[src/sorb_regs.svh]
// Register offsets, field positions and reset values of the sample output register bank.
// Included by the design files and the bench; definitions only.
`ifndef SORB_REGS_SVH
`define SORB_REGS_SVH

`define SORB_OFF_Y_SHORT 8'h09
`define SORB_OFF_Z_SHORT 8'h0A
`define SORB_OFF_Y_HIGH 8'h10
`define SORB_OFF_Y_LOW 8'h11
`define SORB_OFF_Z_HIGH 8'h12
`define SORB_OFF_Z_LOW 8'h13
`define SORB_OFF_T_HIGH 8'h14
`define SORB_OFF_T_LOW 8'h15
`define SORB_OFF_A_HIGH 8'h16
`define SORB_OFF_A_LOW 8'h17
`define SORB_OFF_STATUS 8'h0B
`define SORB_DATA_FIRST 8'h08
`define SORB_DATA_LAST 8'h17
`define SORB_HIGH_MSB 13
`define SORB_HIGH_LSB 6
`define SORB_LOW_POS 2
`define SORB_RESET_BYTE 8'h00
`define SORB_RESP_OKAY 2'h0
`define SORB_RESP_SLVERR 2'h2

`endif

[src/sorb_pkg.sv]
// Types shared by the sample output register bank.
// Assumes the offset header sorb_regs.svh is on the include path.
package sorb_pkg;
  typedef logic [13:0] sorb_sample_type;
  typedef logic [7:0] sorb_byte_type;
  typedef enum logic [1:0] {SORB_PAIR_IDLE, SORB_PAIR_Y, SORB_PAIR_Z} sorb_pair_type;
endpackage

[src/sorb_sample_latch.sv]
// Snapshot of one sample set, taken in one cycle so high and low bytes always pair.
// Assumes sample inputs are synchronous to aclk and valid while take pulses.
`timescale 1ns/1ps
`include "sorb_regs.svh"
module sorb_sample_latch
  import sorb_pkg::*;
(
  // Clock and reset
  input wire logic aclk,
  input wire logic aresetn,
  // Sample source
  input wire logic take,
  input wire sorb_pkg::sorb_sample_type y_in,
  input wire sorb_pkg::sorb_sample_type z_in,
  input wire sorb_pkg::sorb_sample_type t_in,
  input wire sorb_pkg::sorb_sample_type a_in,
  // Held values
  output sorb_pkg::sorb_sample_type y_accel_value,
  output sorb_pkg::sorb_sample_type z_accel_value,
  output sorb_pkg::sorb_sample_type temp_value,
  output sorb_pkg::sorb_sample_type aux_input_value
);
  sorb_sample_type y_reg, z_reg, t_reg, a_reg;
  sorb_sample_type y_next, z_next, t_next, a_next;

  always_comb
  begin
    y_next = y_reg;
    z_next = z_reg;
    t_next = t_reg;
    a_next = a_reg;
    if (take)
    begin
      y_next = y_in;
      z_next = z_in;
      t_next = t_in;
      a_next = a_in;
    end
  end

  always_ff @(posedge aclk)
  begin
    if (!aresetn)
    begin
      y_reg <= '0;
      z_reg <= '0;
      t_reg <= '0;
      a_reg <= '0;
    end
    else
    begin
      y_reg <= y_next;
      z_reg <= z_next;
      t_reg <= t_next;
      a_reg <= a_next;
    end
  end

  assign y_accel_value = y_reg;
  assign z_accel_value = z_reg;
  assign temp_value = t_reg;
  assign aux_input_value = a_reg;
endmodule // sorb_sample_latch

[src/sorb_top.sv]
// Sample output register bank: read-only sample registers behind an AXI4-Lite slave.
// Assumes samples arrive on aclk with a one-cycle strobe; byte-sized registers per word.
//
// Operation
// - Y sample is 14-bit; bits 13:6 in Y high, bits 5:0 in Y low 7:2.
// - Reading Y low right after Y high clears the new-sample flag.
// - An 8-bit Y sample is readable at offset 0x09.
// - Z sample is 14-bit; bits 13:6 at 0x12, bits 5:0 in Z low 7:2.
// - Reading Z low at 0x13 right after Z high clears the flag.
// - An 8-bit Z sample is readable at offset 0x0A.
// - Temperature 14-bit; bits 13:6 at 0x14, bits 5:0 at 0x15 bits 7:2.
// - Aux input 14-bit; bits 13:6 at 0x16, bits 5:0 at 0x17 bits 7:2.
// - Low-byte bits 1:0 read zero; all sample bits reset to zero.
// - New sample during a data read sets the flag only after that read.
// - Flag sets on a new valid sample and clears on a Y or Z low read right after its high read.
`timescale 1ns/1ps
`include "sorb_regs.svh"
module sorb_top
  import sorb_pkg::*;
(
  // Clock and reset
  input wire logic aclk,
  input wire logic aresetn,
  // Sample source
  input wire logic sample_strobe,
  input wire sorb_pkg::sorb_sample_type y_sample,
  input wire sorb_pkg::sorb_sample_type z_sample,
  input wire sorb_pkg::sorb_sample_type temp_sample,
  input wire sorb_pkg::sorb_sample_type aux_sample,
  // Status
  output logic data_ready,
  // AXI4-Lite write channels
  input wire logic [7:0] s_axi_awaddr,
  input wire logic s_axi_awvalid,
  output logic s_axi_awready,
  input wire logic [31:0] s_axi_wdata,
  input wire logic [3:0] s_axi_wstrb,
  input wire logic s_axi_wvalid,
  output logic s_axi_wready,
  output logic [1:0] s_axi_bresp,
  output logic s_axi_bvalid,
  input wire logic s_axi_bready,
  // AXI4-Lite read channels
  input wire logic [7:0] s_axi_araddr,
  input wire logic s_axi_arvalid,
  output logic s_axi_arready,
  output logic [31:0] s_axi_rdata,
  output logic [1:0] s_axi_rresp,
  output logic s_axi_rvalid,
  input wire logic s_axi_rready
);
  import sorb_pkg::*;

  function automatic sorb_byte_type high_byte(input sorb_sample_type v);
    high_byte = v[`SORB_HIGH_MSB:`SORB_HIGH_LSB];
  endfunction

  function automatic sorb_byte_type low_byte(input sorb_sample_type v);
    low_byte = {v[`SORB_HIGH_LSB-1:0], 2'h0};
  endfunction

  ////////////////////////////////////////////////////////////////////////////////
  // Sample snapshot. A new sample is held back while a read is under way.

  sorb_sample_type y_val, z_val, t_val, a_val;
  logic pend_reg, pend_next;
  logic rd_busy;
  logic take;
  logic dr_reg, dr_next;

  // A pending sample is taken once the read ends, so no read sees a torn pair.
  assign take = (sample_strobe | pend_reg) & ~rd_busy;

  sorb_sample_latch u_latch (
    .aclk(aclk),
    .aresetn(aresetn),
    .take(take),
    .y_in(y_sample),
    .z_in(z_sample),
    .t_in(temp_sample),
    .a_in(aux_sample),
    .y_accel_value(y_val),
    .z_accel_value(z_val),
    .temp_value(t_val),
    .aux_input_value(a_val)
  );

  // The pending copy is not separately stored: inputs are assumed to hold
  // until the next strobe, which keeps the snapshot to one register set.
  always_comb
  begin
    pend_next = pend_reg;
    if (take)
      pend_next = 1'b0;
    else if (sample_strobe)
      pend_next = 1'b1;
  end

  ////////////////////////////////////////////////////////////////////////////////
  // Read channel.

  logic arready_reg, arready_next;
  logic rvalid_reg, rvalid_next;
  logic [31:0] rdata_reg, rdata_next;
  logic [1:0] rresp_reg, rresp_next;
  logic [7:0] roff_reg, roff_next;
  logic rd_done;
  sorb_byte_type rd_byte;
  logic rd_hit;

  assign rd_busy = s_axi_arvalid | rvalid_reg;
  assign rd_done = rvalid_reg & s_axi_rready;

  always_comb
  begin
    rd_byte = `SORB_RESET_BYTE;
    rd_hit = 1'b1;
    case ({2'h0, s_axi_araddr[7:2]})
      `SORB_OFF_Y_SHORT: rd_byte = high_byte(y_val);
      `SORB_OFF_Z_SHORT: rd_byte = high_byte(z_val);
      `SORB_OFF_STATUS: rd_byte = {7'h00, dr_reg};
      `SORB_OFF_Y_HIGH: rd_byte = high_byte(y_val);
      `SORB_OFF_Y_LOW: rd_byte = low_byte(y_val);
      `SORB_OFF_Z_HIGH: rd_byte = high_byte(z_val);
      `SORB_OFF_Z_LOW: rd_byte = low_byte(z_val);
      `SORB_OFF_T_HIGH: rd_byte = high_byte(t_val);
      `SORB_OFF_T_LOW: rd_byte = low_byte(t_val);
      `SORB_OFF_A_HIGH: rd_byte = high_byte(a_val);
      `SORB_OFF_A_LOW: rd_byte = low_byte(a_val);
      default: rd_hit = 1'b0;
    endcase
  end

  always_comb
  begin
    arready_next = 1'b0;
    rvalid_next = rvalid_reg;
    rdata_next = rdata_reg;
    rresp_next = rresp_reg;
    roff_next = roff_reg;
    if (rd_done)
      rvalid_next = 1'b0;
    if (s_axi_arvalid && !rvalid_reg && !arready_reg)
      arready_next = 1'b1;
    if (s_axi_arvalid && arready_reg)
    begin
      rvalid_next = 1'b1;
      rdata_next = {24'h000000, rd_byte};
      rresp_next = rd_hit ? `SORB_RESP_OKAY : `SORB_RESP_SLVERR;
      roff_next = {2'h0, s_axi_araddr[7:2]};
    end
  end

  ////////////////////////////////////////////////////////////////////////////////
  // Data-ready flag and ordered-pair tracking.

  sorb_pair_type pair_reg, pair_next;

  always_comb
  begin
    dr_next = dr_reg;
    pair_next = pair_reg;
    if (rd_done)
    begin
      case (roff_reg)
        `SORB_OFF_Y_HIGH: pair_next = SORB_PAIR_Y;
        `SORB_OFF_Z_HIGH: pair_next = SORB_PAIR_Z;
        default: pair_next = SORB_PAIR_IDLE;
      endcase
      if (roff_reg == `SORB_OFF_Y_LOW && pair_reg == SORB_PAIR_Y)
        dr_next = 1'b0;
      if (roff_reg == `SORB_OFF_Z_LOW && pair_reg == SORB_PAIR_Z)
        dr_next = 1'b0;
    end
    // The set wins over a clear in the same cycle.
    if (take && (sample_strobe || pend_reg))
      dr_next = 1'b1;
  end

  ////////////////////////////////////////////////////////////////////////////////
  // Write channel. Every register is read-only; writes are answered and dropped.

  logic awready_reg, awready_next;
  logic wready_reg, wready_next;
  logic bvalid_reg, bvalid_next;
  logic [1:0] bresp_reg, bresp_next;
  logic aw_have_reg, aw_have_next;
  logic w_have_reg, w_have_next;

  always_comb
  begin
    awready_next = 1'b0;
    wready_next = 1'b0;
    aw_have_next = aw_have_reg;
    w_have_next = w_have_reg;
    bvalid_next = bvalid_reg;
    bresp_next = bresp_reg;
    if (s_axi_awvalid && !aw_have_reg && !awready_reg && !bvalid_reg)
      awready_next = 1'b1;
    if (s_axi_wvalid && !w_have_reg && !wready_reg && !bvalid_reg)
      wready_next = 1'b1;
    if (s_axi_awvalid && awready_reg)
      aw_have_next = 1'b1;
    if (s_axi_wvalid && wready_reg)
      w_have_next = 1'b1;
    if (aw_have_reg && w_have_reg && !bvalid_reg)
    begin
      bvalid_next = 1'b1;
      // Nothing is stored: sample values and the flag stay untouched.
      bresp_next = `SORB_RESP_SLVERR;
      aw_have_next = 1'b0;
      w_have_next = 1'b0;
    end
    if (bvalid_reg && s_axi_bready)
      bvalid_next = 1'b0;
  end

  ////////////////////////////////////////////////////////////////////////////////
  // Registers.

  always_ff @(posedge aclk)
  begin
    if (!aresetn)
    begin
      pend_reg <= 1'b0;
      arready_reg <= 1'b0;
      rvalid_reg <= 1'b0;
      rdata_reg <= 32'h00000000;
      rresp_reg <= `SORB_RESP_OKAY;
      roff_reg <= 8'h00;
      dr_reg <= 1'b0;
      pair_reg <= SORB_PAIR_IDLE;
      awready_reg <= 1'b0;
      wready_reg <= 1'b0;
      bvalid_reg <= 1'b0;
      bresp_reg <= `SORB_RESP_OKAY;
      aw_have_reg <= 1'b0;
      w_have_reg <= 1'b0;
    end
    else
    begin
      pend_reg <= pend_next;
      arready_reg <= arready_next;
      rvalid_reg <= rvalid_next;
      rdata_reg <= rdata_next;
      rresp_reg <= rresp_next;
      roff_reg <= roff_next;
      dr_reg <= dr_next;
      pair_reg <= pair_next;
      awready_reg <= awready_next;
      wready_reg <= wready_next;
      bvalid_reg <= bvalid_next;
      bresp_reg <= bresp_next;
      aw_have_reg <= aw_have_next;
      w_have_reg <= w_have_next;
    end
  end

  assign data_ready = dr_reg;
  assign s_axi_arready = arready_reg;
  assign s_axi_rvalid = rvalid_reg;
  assign s_axi_rdata = rdata_reg;
  assign s_axi_rresp = rresp_reg;
  assign s_axi_awready = awready_reg;
  assign s_axi_wready = wready_reg;
  assign s_axi_bvalid = bvalid_reg;
  assign s_axi_bresp = bresp_reg;

  ////////////////////////////////////////////////////////////////////////////////
  // Checks.

  a_low_reserved_zero: assert property (@(posedge aclk) disable iff (!aresetn)
    (s_axi_arvalid && arready_reg && s_axi_araddr[7:2] == `SORB_OFF_Y_LOW)
      |=> s_axi_rdata[1:0] == 2'h0 && s_axi_rdata[31:8] == 24'h000000)
    else $error("Low byte reserved bits not zero.");

  a_y_high_value: assert property (@(posedge aclk) disable iff (!aresetn)
    (s_axi_arvalid && arready_reg && s_axi_araddr[7:2] == `SORB_OFF_Y_HIGH)
      |=> s_axi_rdata[7:0] == $past(y_val[13:6]))
    else $error("Y high byte wrong.");

  a_z_short_value: assert property (@(posedge aclk) disable iff (!aresetn)
    (s_axi_arvalid && arready_reg && s_axi_araddr[7:2] == `SORB_OFF_Z_SHORT)
      |=> s_axi_rdata[7:0] == $past(z_val[13:6]))
    else $error("Z short byte wrong.");

  a_no_set_busy: assert property (@(posedge aclk) disable iff (!aresetn)
    (!dr_reg && rd_busy) |=> !dr_reg)
    else $error("Flag set during a read.");

  a_strobe_sets: assert property (@(posedge aclk) disable iff (!aresetn)
    (sample_strobe && !rd_busy) |=> dr_reg)
    else $error("Flag not set by a new sample.");

  a_pair_clears: assert property (@(posedge aclk) disable iff (!aresetn)
    (rd_done && roff_reg == `SORB_OFF_Y_LOW && pair_reg == SORB_PAIR_Y
      && !take) |=> !dr_reg)
    else $error("Y pair did not clear flag.");

  a_z_pair_clears: assert property (@(posedge aclk) disable iff (!aresetn)
    (rd_done && roff_reg == `SORB_OFF_Z_LOW && pair_reg == SORB_PAIR_Z
      && !take) |=> !dr_reg)
    else $error("Z pair did not clear flag.");

  a_stable_in_read: assert property (@(posedge aclk) disable iff (!aresetn)
    rd_busy |=> $stable(y_val) && $stable(z_val))
    else $error("Sample changed during a read.");

  a_write_no_effect: assert property (@(posedge aclk) disable iff (!aresetn)
    (bvalid_reg && !$past(bvalid_reg)) |-> s_axi_bresp == `SORB_RESP_SLVERR)
    else $error("Write accepted.");
endmodule // sorb_top

[config.mk]
export PLATFORM = sky130hd
export DESIGN_NAME = sorb_top
export DESIGN_NICKNAME = d
export VERILOG_FILES = /design/src/sorb_pkg.sv /design/src/sorb_sample_latch.sv /design/src/sorb_top.sv
export VERILOG_INCLUDE_DIRS = /design/src
export SDC_FILE = /design/constraint.sdc
export NUM_CORES = 1
export LEC_CHECK = 0
export ABC_CLOCK_PERIOD_IN_PS = 1880
export BUFFER_PORTS_ARGS = -buffer_cell sky130_fd_sc_hd__buf_2
export CAP_MARGIN = 20
export CORE_MARGIN = 1.5
export CORE_UTILIZATION = 45
export CTS_BUF_LIST = sky130_fd_sc_hd__clkbuf_2
export DETAILED_ROUTE_END_ITERATION = 7
export PLACE_DENSITY = 0.71
export SLEW_MARGIN = 30
export SYNTH_ARGS = -nofsm -noshare
export SYNTH_HDL_FRONTEND = slang
export SYNTH_HIERARCHICAL = 1
export SYNTH_SLANG_ARGS = --single-unit
export TNS_END_PERCENT = 100
[constraint.sdc]
create_clock -name aclk -period 1.88 [get_ports aclk]
set_input_delay 0.376 -clock aclk [delete_from_list [all_inputs] [get_ports aclk]]
set_output_delay 0.376 -clock aclk [all_outputs]
set_load 0.05 [all_outputs]
Yosys cells after proc, flatten, opt, wreduce, memory -nomap -nowiden --
Index checks and enable logic that the tools add are counted.
Storage, ports and cells: bits in registers 84, bits of input ports 116, output and inout bits 42, word-level logic and storage cells 89
Operators by class: equal/unequal tests 17, reductions and logical operators 35, bitwise gates (word level) 6, mux-type cells 13
Operators by type and width (number):
- $eq 6x5->1 const B | 12
- $pmux 8 s9 | 1
- $eq 6x4->1 const B | 3
- $logic_and 1x1->1 | 17
- $reduce_or 11->1 | 1
- $mux 1 | 10
- $reduce_or 2->1 | 5
- $logic_not 1->1 | 7
- $pmux 2 s2 | 1
- $reduce_bool 2->1 | 2
- $reduce_bool 3->1 | 1
- $and 1x1->1 | 2
- $eq 2x1->1 const B | 1
- $eq 2x2->1 const B | 1
- $mux 2 | 1
- $not 1->1 | 2
- $or 1x1->1 | 2
- $reduce_and 2->1 | 1
- $logic_or 1x1->1 | 1

Depth between registers and ports, before layout --
depth in word-level cells 6, mapped depth 6, mapped depth without buffers 4

Modules after synthesis --
The synthesis kept the hierarchy.
By module, submodules not included:
- sorb_sample_latch | area an instance 2134.5 um^2, instances 1, sequential area each 1121.1 um^2, cells an instance 180
- sorb_top | area an instance 1760.4 um^2, instances 1, sequential area each 540.5 um^2, cells an instance 206

Worst setup path before layout --
Ideal clock, no wire load.
path kind flip-flop to flip-flop, start register arready_reg, in the netlist s_axi_arready, end register rdata_reg[1], in the netlist s_axi_rdata[1], period minus slack after synthesis 1755 ps, slack 125 ps, stages on the path, launching flop included 6, setup time 95 ps, path buffers 1, arrival time 1659 ps, data required time 1785 ps, cells stage by stage dfxtp_1 -> nand2_1 -> clkbuf_1 -> nor2_1 -> nand2_1 -> a221oi_1
Between the ends: longest elaborated chain between the ends 1
RTL lines:
- start, declared | line sorb_top.sv:102 | logic arready_reg, arready_next;
- start signal, assigned | line sorb_top.sv:243 | arready_reg <= arready_next;
- $logic_and 1x1->1 | line sorb_top.sv:145 | if (s_axi_arvalid && arready_reg)
- end signal, assigned | line sorb_top.sv:245 | rdata_reg <= rdata_next;
- end, declared | line sorb_top.sv:104 | logic [31:0] rdata_reg, rdata_next;
Every way passes these cells. A chain may end at the register's enable or synchronous reset.

Worst setup path after layout --
start register rvalid_reg, in the netlist s_axi_rvalid, end output port s_axi_rvalid
RTL lines:
- start, declared | line sorb_top.sv:103 | logic rvalid_reg, rvalid_next;
- start signal, assigned | line sorb_top.sv:244 | rvalid_reg <= rvalid_next;
- end, declared | line sorb_top.sv:49 | output logic s_axi_rvalid,
No word-level cell between the ends.

==> flow_metrics.tcl <==
set metrics [dict create \
    synth_area_mm2 0.003895 \
    switching_share_pct 27.79 \
    vdd_ir_drop_max_uv 459.6 \
    cap_viol_max_count 0 \
    final_cell_mix "buf_2, dfxtp_1, mux2i_1" \
    leakagePower_uw 0.001863 \
    die_area_mm2 0.009223 \
    cts_htree_levels 3 \
    fin_worst_skew_ps 26.90 \
    clk_pin_slew_ps 230 \
    ant_nets 0 \
    firstDrtPassIters 6 \
    max_stage_delay_ps 470 \
    path_max_fanout 6 \
    synth_area_leaders "dfxtp_1, mux2i_1, nor2b_1" \
    grt_max_degree 58 \
    grt_first_pass_wirelength_um 14360 \
    ys.warnings.count 6 \
    synth_top_area_share_pct 42.66 \
    timing_hold_violations_final 0 \
    overflow 0 \
    drc 0 \
    drt_iter0_markers 151 \
    grt_use_total_pct 20.72 \
    max_freq_ghz 0.5989 \
    die_h_um 96.04 \
    viasPerCell 5.125 \
    slowest_stage "dfxtp_1" \
    cp_top_family "flip-flops" \
    clock_path_buffers 2 \
    async_reset_ff_share_pct 0 \
    clock_latency_ps 550 \
    startpoint_type "flip-flop" \
    num-fill-cells 756 \
    post-route-period-util_pct 88.81 \
    wl_per_cell_um 14.84 \
    routed_wl_um 8798 \
    nets 599 \
    ctsResizeCount 0 \
    clkSinkCount 83 \
    final_common_cell "buf_2" \
    cts_buffers 9 \
    port_buffers 85 \
    yosysTopAreaCell "dfxtp_1" \
    yosysUniqueCellTypes 47 \
    min_period_ps 1670 \
    tightest_slew_ps 489.5 \
    initial_core_util_pct 46.93 \
    die_w_um 96.04 \
    yosysSeqAreaShare_pct 42.66 \
    hold_class "in -> reg" \
    core-area_mm2 0.008299 \
    gp_congestion 0.8324 \
    status "completed" \
    combPwrFrac_pct 16.0 \
    cp.required_ps 1500 \
    post_cts_buffers 0 \
    cts_root_buf "clkbuf_2" \
    dp_hpwl_um 6466 \
    maxSlewHeadroom_pct 67.07 \
    grt_pass1_vias 3023 \
    worst_setup_path_end_kind "output pin" \
    p_int_uw 2647 \
    critical_path_class "reg -> out" \
    syn_avg_cell_area_um2 10.09 \
    drive_above_1_share_pct 28.28 \
    syn_to_final_growth_pct 17.60 \
    cts_tree "yes" \
    synth_edf_count 0 \
    vias 3039 \
    clockPowerShare_pct 32.3 \
    cp.arrival_ps 1290 \
    n_antenna_cell 0 \
    power_uw 3666 \
    synth_flop_cell "dfxtp_1" \
    p_sw_uw 1019 \
    sequentialPowerShare_pct 51.8 \
    crit_chain "buf_2" \
    crit_buf_inv 1 \
    antenna_found_initial 0 \
    ys_ff_latch 83 \
    final_util_pct 55.19 \
    power_density_mw_per_mm2 800.4 \
    finalMaxSlewViolations 0 \
    fp-row-count 33 \
    rsz0062_at_grt "false" \
    ios 158 \
    ctsHoldBuffers 0 \
    synth_cells 386 \
    setup_violations 0 \
]
synth_stat cells (2+ instances only):
cell type,number
buf_4,28
clkbuf_1,11
nand2_1,26
nand2b_1,5
buf_8,4
nor3_1,3
a22oi_1,9
inv_1,5
a32o_1,3
o2bb2ai_1,3
a32oi_1,3
dfxtp_1,83
and3_1,5
a221oi_1,7
a21boi_0,2
a21oi_1,14
nor3b_1,2
mux2i_1,61
a311oi_1,5
nor2b_1,57
nor4b_1,3
or4b_2,3
and2_0,2
a2111oi_0,3
o21ai_0,2
nor4_1,2
buf_2,4
nor2_1,10
mux4_2,3
layout make-up:
class / instances / area, um2 / share of cell area [%]
clock buffers: 9 / 45.04 / 0.9833
clock inverters: 7 / 116.4 / 2.540
inverters: 5 / 18.77 / 0.4097
multi-input cells: 273 / 1962 / 42.83
flip-flops and latches: 83 / 1662 / 36.27
well taps: 105 / 131.4 / 2.868
repair buffers: 111 / 645.6 / 14.09
per-stage QoR:
step | hold WS, ps | TNS, ps | cells | cell area, um2 | setup WS, ps
after detailed placement | 439.6 | -127.7 | 577 | 4419 | -50.26
final | 62.13 | 0 | 593 | 4581 | 210.4
after CTS | 36.97 | 0 | 593 | 4581 | 180.0
after floorplan | 421.8 | 0 | 411 | 3989 | 125.4
after global placement | 432.7 | -39.23 | 577 | 4419 | -24.14
after global routing | 26.73 | 0 | 593 | 4581 | 112.7
path summary, 6_finish.rpt:
path | from | endpoint | slack, ps | depth (start not counted)
worst max-delay path | s_axi_rvalid | s_axi_rvalid | 210 | 1
worst min-delay path | z_sample[9] | u_latch/z_accel_value[9] | 60 | 3
worst max register to register | u_latch/y_accel_value[9] | s_axi_rdata[3] | 300 | 4
worst min register to register | s_axi_wready | s_axi_wready | 470 | 1
kinds of logic after synthesis:
logic type             count (synthesis)  share of synthesized area, %
AOI/OAI and AO/OA                     57                         11.31
buffers and inverters                 55                         9.508
DFF                                   83                         42.66
muxes                                 64                         17.41
other                                  1                       0.09628
and+or+nand+nor                      126                         19.02
power groups by stage:
stage | sequential, uW | combinational, uW | clock (uW)
4_1_cts | 1900 | 588 | 1210
5_1_grt | 1910 | 641 | 1280
3_5_place_dp | 1930 | 587 | 0
2_1_floorplan | 1940 | 446 | 0
6_report | 1900 | 586 | 1180
3_3_place_gp | 1930 | 578 | 0
worst register-to-register path, delay by kind of cell, from the launching register on:
family | cells | cell delay [ps]
AO/OA/AOI/OAI | 3 | 490
flip-flops | 1 | 380
AND/OR/NAND/NOR | 1 | 620
per-layer routing:
layer	global-route usage [%]	vias up	share of wire, %
met1	25.62	1420	46
li1	-	1515	-
met3	5.687	17	5.1
met4	7.843	0	2.0
met5	0	-	0
met2	34.21	87	47
Note: power is estimated with default switching activity, not from simulation.
